### src/include/flash_cmd_map.svh
`ifndef FLASH_CMD_MAP_SVH
`define FLASH_CMD_MAP_SVH
`define REG_STATUS 2'h0
`define REG_COMMAND 2'h1
`define REG_ADDR_LO 2'h2
`define REG_ADDR_HI 2'h3
`define BIT_CBEF 7
`define BIT_CCF 6
`define BIT_PVIOL 5
`define BIT_ACCERR 4
`define BIT_BLANK 2
`define CMD_BLANK 8'h05
`define CMD_BYTE 8'h20
`define CMD_BURST 8'h25
`define CMD_PAGE 8'h40
`define CMD_MASS 8'h41
`define ERASED_BYTE 8'hFF
`define SEC_UNSECURED 2'h2
`define KEY_LO 16'hFFB0
`define KEY_HI 16'hFFB7
`endif

### src/include/flash_cmd_pkg.sv
package flash_cmd_pkg;
    typedef enum logic [2:0] {
        CMD_NONE, CMD_BLANKCHK, CMD_BYTEPROG, CMD_BURSTPROG, CMD_PAGEERASE, CMD_MASSERASE
    } cmd_kind_e;
    typedef enum {S_IDLE, S_RUN} seq_state_e;
    typedef struct packed {
        logic [15:0] addr;
        logic [7:0] data;
        cmd_kind_e kind;
    } array_op_s;
endpackage

### src/design/flash_command_status_unit.sv
// Local design decisions: the placing of the registers and strobed register access.
`timescale 1ns/1ps
`include "flash_cmd_map.svh"
module flash_command_status_unit
    import flash_cmd_pkg::*;
(
    input wire logic sys_clk,
    input wire logic sys_rst,
    input wire logic [1:0] regAddr,
    input wire logic [7:0] regWrData,
    input wire logic regWrite,
    input wire logic regRead,
    output logic [7:0] regRdData,
    input wire logic arrayWrite,
    input wire logic [15:0] arrayAddr,
    input wire logic [7:0] arrayData,
    input wire logic dividerSet,
    input wire logic stopMode,
    input wire logic keyWriteEnable,
    input wire logic protectDisable,
    input wire logic [15:0] protectBoundary,
    output array_op_s arrayOp,
    output logic arrayStart,
    input wire logic arrayDone,
    input wire logic arrayByte,
    input wire logic [7:0] arrayRdByte,
    output logic [1:0] securityStateCode,
    output logic securityUpdate
);
    seq_state_e state, next_state;
    logic cbef, next_cbef, ccfBusy;
    logic pviol, next_pviol, accerr, next_accerr, blank, next_blank;
    logic haveAddr, next_haveAddr, haveCmd, next_haveCmd;
    logic pendValid, next_pendValid;
    logic [15:0] latAddr, next_latAddr;
    logic [7:0] latData, next_latData, cmdCode, next_cmdCode;
    cmd_kind_e latKind, next_latKind;
    array_op_s curOp, next_curOp, pendOp, next_pendOp;
    logic allErased, next_allErased;
    logic [7:0] rdData, next_rdData;
    logic [1:0] secCode, next_secCode;
    logic secUpd, next_secUpd, startPulse, next_startPulse;
    logic wrStatus, wrCommand, launch, protHit, decodeOk;
    cmd_kind_e decoded;

    always_comb begin
        unique case (cmdCode)
            `CMD_BLANK: decoded = CMD_BLANKCHK;
            `CMD_PAGE: decoded = CMD_PAGEERASE;
            `CMD_MASS: decoded = CMD_MASSERASE;
            `CMD_BYTE: decoded = CMD_BYTEPROG;
            `CMD_BURST: decoded = CMD_BURSTPROG;
            default: decoded = CMD_NONE;
        endcase
    end
    assign decodeOk = decoded != CMD_NONE;
    // Boundary marks the lowest unprotected address at the high end; mass erase hits whenever protectDisable is low
    assign protHit = !protectDisable && (decoded == CMD_MASSERASE
        || (decoded != CMD_BLANKCHK && latAddr < protectBoundary));
    assign wrStatus = regWrite && regAddr == `REG_STATUS;
    assign wrCommand = regWrite && regAddr == `REG_COMMAND;
    assign launch = wrStatus && regWrData[`BIT_CBEF] && !cbef ? 1'b0
        : wrStatus && regWrData[`BIT_CBEF];
    assign ccfBusy = state == S_RUN || pendValid;

    always_comb begin
        next_state = state;
        next_cbef = cbef;
        next_pviol = pviol;
        next_accerr = accerr;
        next_blank = blank;
        next_haveAddr = haveAddr;
        next_haveCmd = haveCmd;
        next_pendValid = pendValid;
        next_latAddr = latAddr;
        next_latData = latData;
        next_cmdCode = cmdCode;
        next_latKind = latKind;
        next_curOp = curOp;
        next_pendOp = pendOp;
        next_allErased = allErased;
        next_secCode = secCode;
        next_secUpd = 1'b0;
        next_startPulse = 1'b0;
        next_rdData = 8'h00;
        if (regRead) begin
            unique case (regAddr)
                `REG_STATUS: next_rdData = {cbef, !ccfBusy, pviol, accerr, 1'b0, blank,
                    2'b00};
                `REG_COMMAND: next_rdData = cmdCode;
                `REG_ADDR_LO: next_rdData = latAddr[7:0];
                `REG_ADDR_HI: next_rdData = latAddr[15:8];
            endcase
        end
        // Key window writes are compare-key writes when enabled, not sequence starts
        if (arrayWrite && !(keyWriteEnable && arrayAddr >= `KEY_LO
            && arrayAddr <= `KEY_HI)) begin
            if (!cbef) begin
                next_accerr = 1'b1;
            end else begin
                next_haveAddr = 1'b1;
                next_haveCmd = 1'b0;
                next_latAddr = arrayAddr;
                next_latData = arrayData;
            end
        end
        if (wrCommand) begin
            if (!haveAddr || !cbef) begin
                next_accerr = 1'b1;
            end else begin
                next_cmdCode = regWrData;
                next_haveCmd = 1'b1;
            end
        end
        if (wrStatus && regWrData[`BIT_PVIOL]) begin
            next_pviol = 1'b0;
        end
        if (wrStatus && regWrData[`BIT_ACCERR]) begin
            next_accerr = 1'b0;
        end
        if (launch) begin
            next_haveAddr = 1'b0;
            next_haveCmd = 1'b0;
            if (!haveCmd || !haveAddr) begin
                next_accerr = 1'b1;
            end else if (!decodeOk) begin
                next_accerr = 1'b1;
            end else if (!dividerSet && decoded != CMD_BLANKCHK) begin
                next_accerr = 1'b1;
            end else if (ccfBusy && (decoded != CMD_BURSTPROG
                || curOp.kind != CMD_BURSTPROG)) begin
                next_accerr = 1'b1;
            end else if (protHit) begin
                next_pviol = 1'b1;
            end else begin
                next_blank = 1'b0;
                next_cbef = 1'b0;
                if (state == S_RUN) begin
                    next_pendValid = 1'b1;
                    next_pendOp = '{addr: latAddr, data: latData, kind: decoded};
                end else begin
                    next_curOp = '{addr: latAddr, data: latData, kind: decoded};
                    next_allErased = 1'b1;
                    next_startPulse = 1'b1;
                    next_state = S_RUN;
                end
            end
        end
        if (state == S_RUN) begin
            if (arrayByte && arrayRdByte != `ERASED_BYTE) begin
                next_allErased = 1'b0;
            end
            if (stopMode) begin
                next_accerr = 1'b1;
                next_pendValid = 1'b0;
                next_cbef = 1'b1;
                next_state = S_IDLE;
            end else if (arrayDone) begin
                if (curOp.kind == CMD_BLANKCHK
                    && !(arrayByte && arrayRdByte != `ERASED_BYTE) && allErased) begin
                    next_blank = 1'b1;
                    next_secCode = `SEC_UNSECURED;
                    next_secUpd = 1'b1;
                end
                if (pendValid) begin
                    next_curOp = pendOp;
                    next_pendValid = 1'b0;
                    next_startPulse = 1'b1;
                    next_cbef = 1'b1;
                end else begin
                    next_state = S_IDLE;
                    next_cbef = 1'b1;
                end
            end else if (!pendValid && !cbef && !launch && curOp.kind == CMD_BURSTPROG) begin
                // Only a running burst frees the buffer early; others refuse new launches
                next_cbef = 1'b1;
            end
        end
    end

    always_ff @(posedge sys_clk) begin
        if (sys_rst) begin
            state <= S_IDLE;
            cbef <= 1'b1;
            pviol <= 1'b0;
            accerr <= 1'b0;
            blank <= 1'b0;
            haveAddr <= 1'b0;
            haveCmd <= 1'b0;
            pendValid <= 1'b0;
            latAddr <= 16'h0000;
            latData <= 8'h00;
            cmdCode <= 8'h00;
            latKind <= CMD_NONE;
            curOp <= '0;
            pendOp <= '0;
            allErased <= 1'b0;
            secCode <= 2'b00;
            secUpd <= 1'b0;
            startPulse <= 1'b0;
            rdData <= 8'h00;
        end else begin
            state <= next_state;
            cbef <= next_cbef;
            pviol <= next_pviol;
            accerr <= next_accerr;
            blank <= next_blank;
            haveAddr <= next_haveAddr;
            haveCmd <= next_haveCmd;
            pendValid <= next_pendValid;
            latAddr <= next_latAddr;
            latData <= next_latData;
            cmdCode <= next_cmdCode;
            latKind <= next_latKind;
            curOp <= next_curOp;
            pendOp <= next_pendOp;
            allErased <= next_allErased;
            secCode <= next_secCode;
            secUpd <= next_secUpd;
            startPulse <= next_startPulse;
            rdData <= next_rdData;
        end
    end

    assign regRdData = rdData;
    assign arrayOp = curOp;
    assign arrayStart = startPulse;
    assign securityStateCode = secCode;
    assign securityUpdate = secUpd;

    chk_busy_flag: assert property (@(posedge sys_clk) disable iff (sys_rst)
        startPulse |-> state == S_RUN) else $error("start without run state");
    chk_launch_clears: assert property (@(posedge sys_clk) disable iff (sys_rst)
        (state == S_IDLE && !startPulse && next_startPulse) |=> !cbef && state == S_RUN)
        else $error("launch did not mark busy");
    chk_pviol_sticky: assert property (@(posedge sys_clk) disable iff (sys_rst)
        (pviol && !(wrStatus && regWrData[`BIT_PVIOL])) |=> pviol)
        else $error("violation flag lost");
    chk_accerr_sticky: assert property (@(posedge sys_clk) disable iff (sys_rst)
        (accerr && !(wrStatus && regWrData[`BIT_ACCERR])) |=> accerr)
        else $error("access error lost");
    chk_illegal_code: assert property (@(posedge sys_clk) disable iff (sys_rst)
        (launch && haveCmd && haveAddr && !decodeOk) |=> accerr && !startPulse)
        else $error("illegal code not refused");
    chk_prot_drop: assert property (@(posedge sys_clk) disable iff (sys_rst)
        (launch && haveCmd && haveAddr && decodeOk && dividerSet && !ccfBusy && protHit)
        |=> pviol && !startPulse) else $error("protected command ran");
    chk_early_launch: assert property (@(posedge sys_clk) disable iff (sys_rst)
        (launch && !haveCmd) |=> accerr) else $error("early launch not flagged");
    chk_blank_secure: assert property (@(posedge sys_clk) disable iff (sys_rst)
        $rose(blank) |-> secCode == `SEC_UNSECURED && secUpd)
        else $error("blank without unsecure");
    chk_blank_cmd: assert property (@(posedge sys_clk) disable iff (sys_rst)
        $rose(blank) |-> $past(curOp.kind) == CMD_BLANKCHK) else $error("blank from other op");
    cov_burst_queue: cover property (@(posedge sys_clk) pendValid && state == S_RUN);
    cov_blank_done: cover property (@(posedge sys_clk) $rose(blank));
    cov_pviol: cover property (@(posedge sys_clk) $rose(pviol));
endmodule

### config.mk
export PLATFORM = sky130hd
export DESIGN_NAME = flash_command_status_unit
export DESIGN_NICKNAME = d
export VERILOG_FILES = /design/src/include/flash_cmd_pkg.sv /design/src/design/flash_command_status_unit.sv
export VERILOG_INCLUDE_DIRS = /design/src /design/src/include
export SDC_FILE = /design/constraint.sdc
export NUM_CORES = 1
export LEC_CHECK = 0
export BUFFER_PORTS_ARGS = -buffer_cell sky130_fd_sc_hd__buf_2
export CAP_MARGIN = 10
export CORE_MARGIN = 8
export CORE_UTILIZATION = 55
export DETAILED_ROUTE_END_ITERATION = 10
export GPL_ROUTABILITY_DRIVEN = 0
export GPL_TIMING_DRIVEN = 1
export MAX_ROUTING_LAYER = met4
export PLACE_DENSITY_LB_ADDON = 0.3
export SYNTH_ARGS = -nofsm -noshare
export SYNTH_HDL_FRONTEND = slang
export SYNTH_SLANG_ARGS = --single-unit
### constraint.sdc
create_clock -name sys_clk -period 6.1 [get_ports sys_clk]
set_input_delay 0.305 -clock sys_clk [delete_from_list [all_inputs] [get_ports sys_clk]]
set_output_delay 0.305 -clock sys_clk [all_outputs]
set_load 0.05 [all_outputs]
# Word level (Yosys, flattened, before mapping)
# Cells that the tools add are included.
[word_totals] ff_bits=137 inputBits=69 output_inout_bits=39 wordCells=193
[op_classes] magnitude_cmp=3 eq_ne=16 mux=100 n_bitwise=9 reduce_logical=43
[op_table] operator="32-bit two-way mux" n=11
[op_table] operator="27-bit two-way mux" n=11
[op_table] operator="1-bit two-way mux" n=76
[op_table] operator="32-bit by 2-bit == test with 1-bit output, second input constant" n=1
[op_table] operator="8-bit one-hot mux with 4 select lines" n=1
[op_table] operator="1-bit logical AND" n=19
[op_table] operator="8-bit by 6-bit == test with 1-bit output, second input constant" n=2
[op_table] operator="8-bit by 7-bit == test with 1-bit output, second input constant" n=2
[op_table] operator="16-bit greater-or-equal comparator, second input constant" n=1
[op_table] operator="16-bit less-or-equal comparator, second input constant" n=1
[op_table] operator="16-bit < comparator" n=1
[op_table] operator="3-bit one-hot mux with 5 select lines" n=1
[op_table] operator="1-bit logical NOT" n=10
[op_table] operator="1-bit NOT" n=9
[op_table] operator="8-bit by 3-bit == test with 1-bit output, second input constant" n=1
[op_table] operator="8-bit != test, second input constant" n=1
[op_table] operator="7-bit AND reduction" n=1
[op_table] operator="3-bit by 2-bit != test with 1-bit output, second input constant" n=2
[op_table] operator="1-bit logical OR" n=5
[op_table] operator="2-bit == test, second input constant" n=2
[op_table] operator="2-bit AND reduction" n=2
[op_table] operator="4-bit AND reduction" n=1
[op_table] operator="2-bit OR reduction" n=2
[op_table] operator="4-bit OR reduction" n=1
[op_table] operator="7 further kinds" n=7

# Logic depth before layout (Yosys ltp)
[logic_depth] word_depth=16 depth_mapped=11 mapped_depth_nobuf=8

# Worst setup path before layout
# Ideal clock, no wire load.
[synth_path] path_kind="input to register" start="in protectBoundary[7]" end="reg pendOp[10] (netlist bit)" setup_time_ns=0.072 arrival_ns=2.443 required_ns=6.028 path_slack_ns=3.585 path_stages=11 path_buffers=3 cell_sequence="inv_1 > ha_1 > a2111oi_2 > o21ai_0 > o31a_1 > or4_1 > clkbuf_1 > nand4_1 > buf_6 > buf_6 > mux2i_1"
[synth_via] elab_chain_cells=6
[synth_rtl] item="start, declared" line_no="flash_command_status_unit.sv:21" rtl="input wire logic [15:0] protectBoundary,"
[synth_rtl] item="16-bit < comparator" line_no="flash_command_status_unit.sv:59" rtl="|| (decoded != CMD_BLANKCHK && latAddr < protectBoundary));"
[synth_rtl] item="1-bit logical AND" line_no="flash_command_status_unit.sv:59"
[synth_rtl] item="1-bit logical OR" line_no="flash_command_status_unit.sv:59"
[synth_rtl] item="1-bit logical AND" line_no="flash_command_status_unit.sv:58" rtl="assign protHit = !protectDisable && (decoded == CMD_MASSERASE"
[synth_rtl] item="1-bit NOT (no line)"
[synth_rtl] item="7-bit AND reduction (no line)"
[synth_rtl] item="end signal, assigned" line_no="flash_command_status_unit.sv:216" rtl="pendOp <= next_pendOp;"
[synth_rtl] item="end, declared" line_no="flash_command_status_unit.sv:38" rtl="array_op_s curOp, next_curOp, pendOp, next_pendOp;"
# Every way passes these cells.
# A chain may end at the register's enable or synchronous reset.

# Worst setup path after layout
[layout_path] start="reg latAddr[14]" end="reg pendOp[2] (netlist bit)"
[layout_via] elab_chain_cells=6
[layout_rtl] item="start, declared" line_no="flash_command_status_unit.sv:35" rtl="logic [15:0] latAddr, next_latAddr;"
[layout_rtl] item="start signal, assigned" line_no="flash_command_status_unit.sv:211" rtl="latAddr <= next_latAddr;"
[layout_rtl] item="16-bit < comparator" line_no="flash_command_status_unit.sv:59"
[layout_rtl] item="1-bit logical AND" line_no="flash_command_status_unit.sv:59"
[layout_rtl] item="1-bit logical OR" line_no="flash_command_status_unit.sv:59"
[layout_rtl] item="1-bit logical AND" line_no="flash_command_status_unit.sv:58"
[layout_rtl] item="1-bit NOT (no line)"
[layout_rtl] item="7-bit AND reduction (no line)"
# Every way passes these cells.

==> impl_results.md <==
- Outcome: complete, no violations
- CTS Sinks: 137
- Post_cts resized: 0
- Number of diodes: 0
- Post-route minimum period: 3.13 ns
- Chip Height: 123 µm
- Clk_lat worst skew: 0.41 ns
- Worst setup SP type: register
- Routed len/inst: 18.6 µm
- Crit end category: register
- Worst slew pin tran: 0.991 ns
- Crit path max fanout: 32
- Core ar.: 11300 µm²
- Primary FF master, synth: dfxtp_1
- Final WL: 17100 µm
- Crit path capture: pendOp[2]
- Yosys warnings: 0
- FF+latch count, synth: 137
- Worst r2r src: latAddr[14]
- Relative slew slack: 34.0%
- Die footprint: 15100 µm²
- Drt first-iter violations: 443
- First-pass GRT wire length: 27800 µm
- CP peak stage delay: 0.62 ns
- Remaining routing DRC violations: 0
- Netlist Area Pre-Place: 6300 µm²
- Vias: 5493
- RSZ-0062 raised after global routing: false
- Row cnt: 39
- Final hold violation count: 0
- Critical path type: register to register
- CTS tree: built
- Critical path's slowest cell: nor4b_1
- Clk slew on worst S/H paths: 0.06 ns
- Fraction of registers with async set/reset: 0%
- Max Fclk: 0.320 GHz
- Synth top area cells: dfxtp_1, mux2i_1, nand2_1
- Grt ovf: 0
- Count leader, synth: dfxtp_1
- TritonCTS Buffers: 17
- Critical Path AT: 3.43 ns
- PortBufs: 106
- Synthesis-to-finish area growth: 17.8%
- CP cell instances: ha_1 -> nand4_1 -> nor3_1 -> nor4b_1 -> or4_1 -> buf_4 -> nand4_1 -> buf_4 -> and3_1
- TNS Setup: 0 ns
- Number of global-route vias before repair: 5451
- Largest net degree at the start of global routing: 75
- Placed insts: 888
- CP Launch Point: latAddr[14]
- Synth top area share: 43.6%
- Average footprint of a synthesized cell: 9.27 µm²
- CTS Buffer Depth: 2
- Required time of the critical path: 6.40 ns
- Largest area contributor in the netlist: dfxtp_1
- Post-CTS setup buffers: 0
- Net Count, Synth: 763
- Util after Layout: 65.8%
- Design Area, Final: 7420 µm²
- DP Area: 6830 µm²
- Initial antenna violation count: 0
- CTS Hold Bufs: 0
- Gr usage total: 23.6%
- Die W: 123 µm
- Pwr Total: 2.09 mW
- Worst R2R Path Depth: 9
- Fraction of layout cells with a size suffix above 1: 22.1%
- Peak VDD IR: 168 µV
- Slew Viols, Final: 0
- DR vias/cell: 5.97
- PD cells: 281 nW/µm²
- Worst reg2reg path endpoint: pendOp[2]
- Clock Tree Root: clkbuf_16
- Final worst-path cycle share: 51.3%
- Syn Inst Count: 679
- Number of enable flip-flop cells after synthesis: 0
- Final setup viols: 0
- # nets final: 848
- IO Count: 108
- DR pass1 iterations: 5
- Max_cap viols: 0
- Post-synthesis cell type count: 65
- Register area share after synthesis: 43.6%
- Post-synth top cells: dfxtp_1, nand2_1, nor2_1, mux2i_1, nand4_1
- Detail Route Antenna Nets: 0
- Starting Density: 55.9%
- Final Non-Filler Cells: 920
- Setup Skew: 0.00928 ns
- Post-DP HPWL: 11600 µm
- LEAKAGE: 3.23 nW
- H-tree Lvls: 4
- R2r setup slk: 2.97 ns
- Worst hold path class: primary input to register
==> sequential cells by signal (all words and copies together), names as in the netlist <==
signal and count:
state 32, arrayOp 27, pendOp 27, latAddr 16
cmdCode 8, latData 8, regRdData 8, accerr 1
allErased 1, arrayStart 1, blank 1, cbef 1
haveAddr 1, haveCmd 1, pendValid 1, pviol 1
securityStateCode 1, securityUpdate 1
==> layer usage <==
metal | wire length, µm | track usage [%] | vias to the layer above
met2 | 7880 | 35.2 | 264
li1 | - | - | 2613
met1 | 7580 | 31.5 | 2584
met3 | 1350 | 4.75 | 32
met4 | 320 | 7.98 | 0
met5 | 0 | - | -
==> through the flow <==
stage | worst slack, ns | hold slack (ns)
finish | 2.97 | 0.125
global route | 2.81 | 0.133
CTS | 2.99 | 0.124
detailed placement | 3.01 | 0.445
global placement | 3.14 | 0.440
floorplan | 3.59 | 0.430
==> how the worst min path moves through the flow <==
stage                    startpoint                   end  slack (ns)  cells after the start
6_report               arrayAddr[1]            latAddr[1]        0.13                      3
3_5_place_dp              state[17]             state[17]        0.44                      1
5_1_grt                arrayData[3]            latData[3]        0.13                      3
2_1_floorplan             state[16]             state[16]        0.43                      1
4_1_cts                arrayAddr[1]            latAddr[1]        0.12                      3
3_3_place_gp   securityStateCode[1]  securityStateCode[1]        0.44                      1
==> cell usage in the layout (no fill, tap or decap), types with 3 or more instances in the layout <==
| master | netlist | layout |
|---|---|---|
| a211oi_1 | 3 | 3 |
| a21oi_1 | 18 | 18 |
| a22oi_1 | 3 | 3 |
| and2_1 | 32 | 32 |
| and3_1 | 6 | 6 |
| buf_2 | 3 | 106 |
| buf_4 | 4 | 11 |
| clkbuf_16 | 0 | 17 |
| clkinvlp_4 | 0 | 7 |
| dfxtp_1 | 137 | 137 |
| ha_1 | 15 | 15 |
| inv_1 | 22 | 22 |
| inv_6 | 0 | 5 |
| mux2_2 | 3 | 3 |
| mux2i_1 | 55 | 55 |
| mux4_2 | 4 | 4 |
| nand2_1 | 69 | 69 |
| nand2b_1 | 3 | 3 |
| nand3_1 | 9 | 9 |
| nand4_1 | 36 | 36 |
| nor2_1 | 67 | 67 |
| nor2b_1 | 3 | 3 |
| nor3_1 | 4 | 4 |
| nor3b_1 | 28 | 28 |
| nor4_1 | 8 | 8 |
| o211ai_1 | 25 | 25 |
| o21a_1 | 3 | 3 |
| o21ai_0 | 9 | 9 |
| o31ai_1 | 27 | 27 |
==> kinds of logic (layout without fill, tap and decap cells) <==
logic type,Yosys count,after routing,synth area share [%]
buffers and inverters,73,171,5.72
other,1,1,0.0596
AND/OR/NAND/NOR,285,285,24.4
flip-flops,137,137,43.6
AO/OA/AOI/OAI,106,106,12.6
adder cells (fa/ha/maj),15,15,2.98
multiplexers,62,62,10.7
==> power breakdown <==
group / total [mW] / internal [mW] / switching (mW)
clock network: 1.02 / 0.608 / 0.408
registers: 0.921 / 0.908 / 0.0136
logic: 0.151 / 0.0569 / 0.0937
==> worst max-delay path: cells and delay by family (launching register included) <==
| family | cells | cell delay [ns] |
|---|---|---|
| adder cells (fa/ha/maj) | 1 | 0.32 |
| AND/OR/NAND/NOR | 6 | 1.71 |
| flip-flops | 1 | 0.34 |
| buffers and inverters | 2 | 0.64 |
==> cell type report <==
| cell class | instances | area [µm²] |
|---|---|---|
| fill | 896 | 3850 |
| multi-input combinational | 469 | 3210 |
| sequential | 137 | 2740 |
| timing repair buffer | 117 | 613 |
| clock buffer | 17 | 425 |
| tap | 143 | 179 |
| clock inverter | 15 | 165 |
| inverter | 22 | 82.6 |
Power figures use the tool's default switching activity.
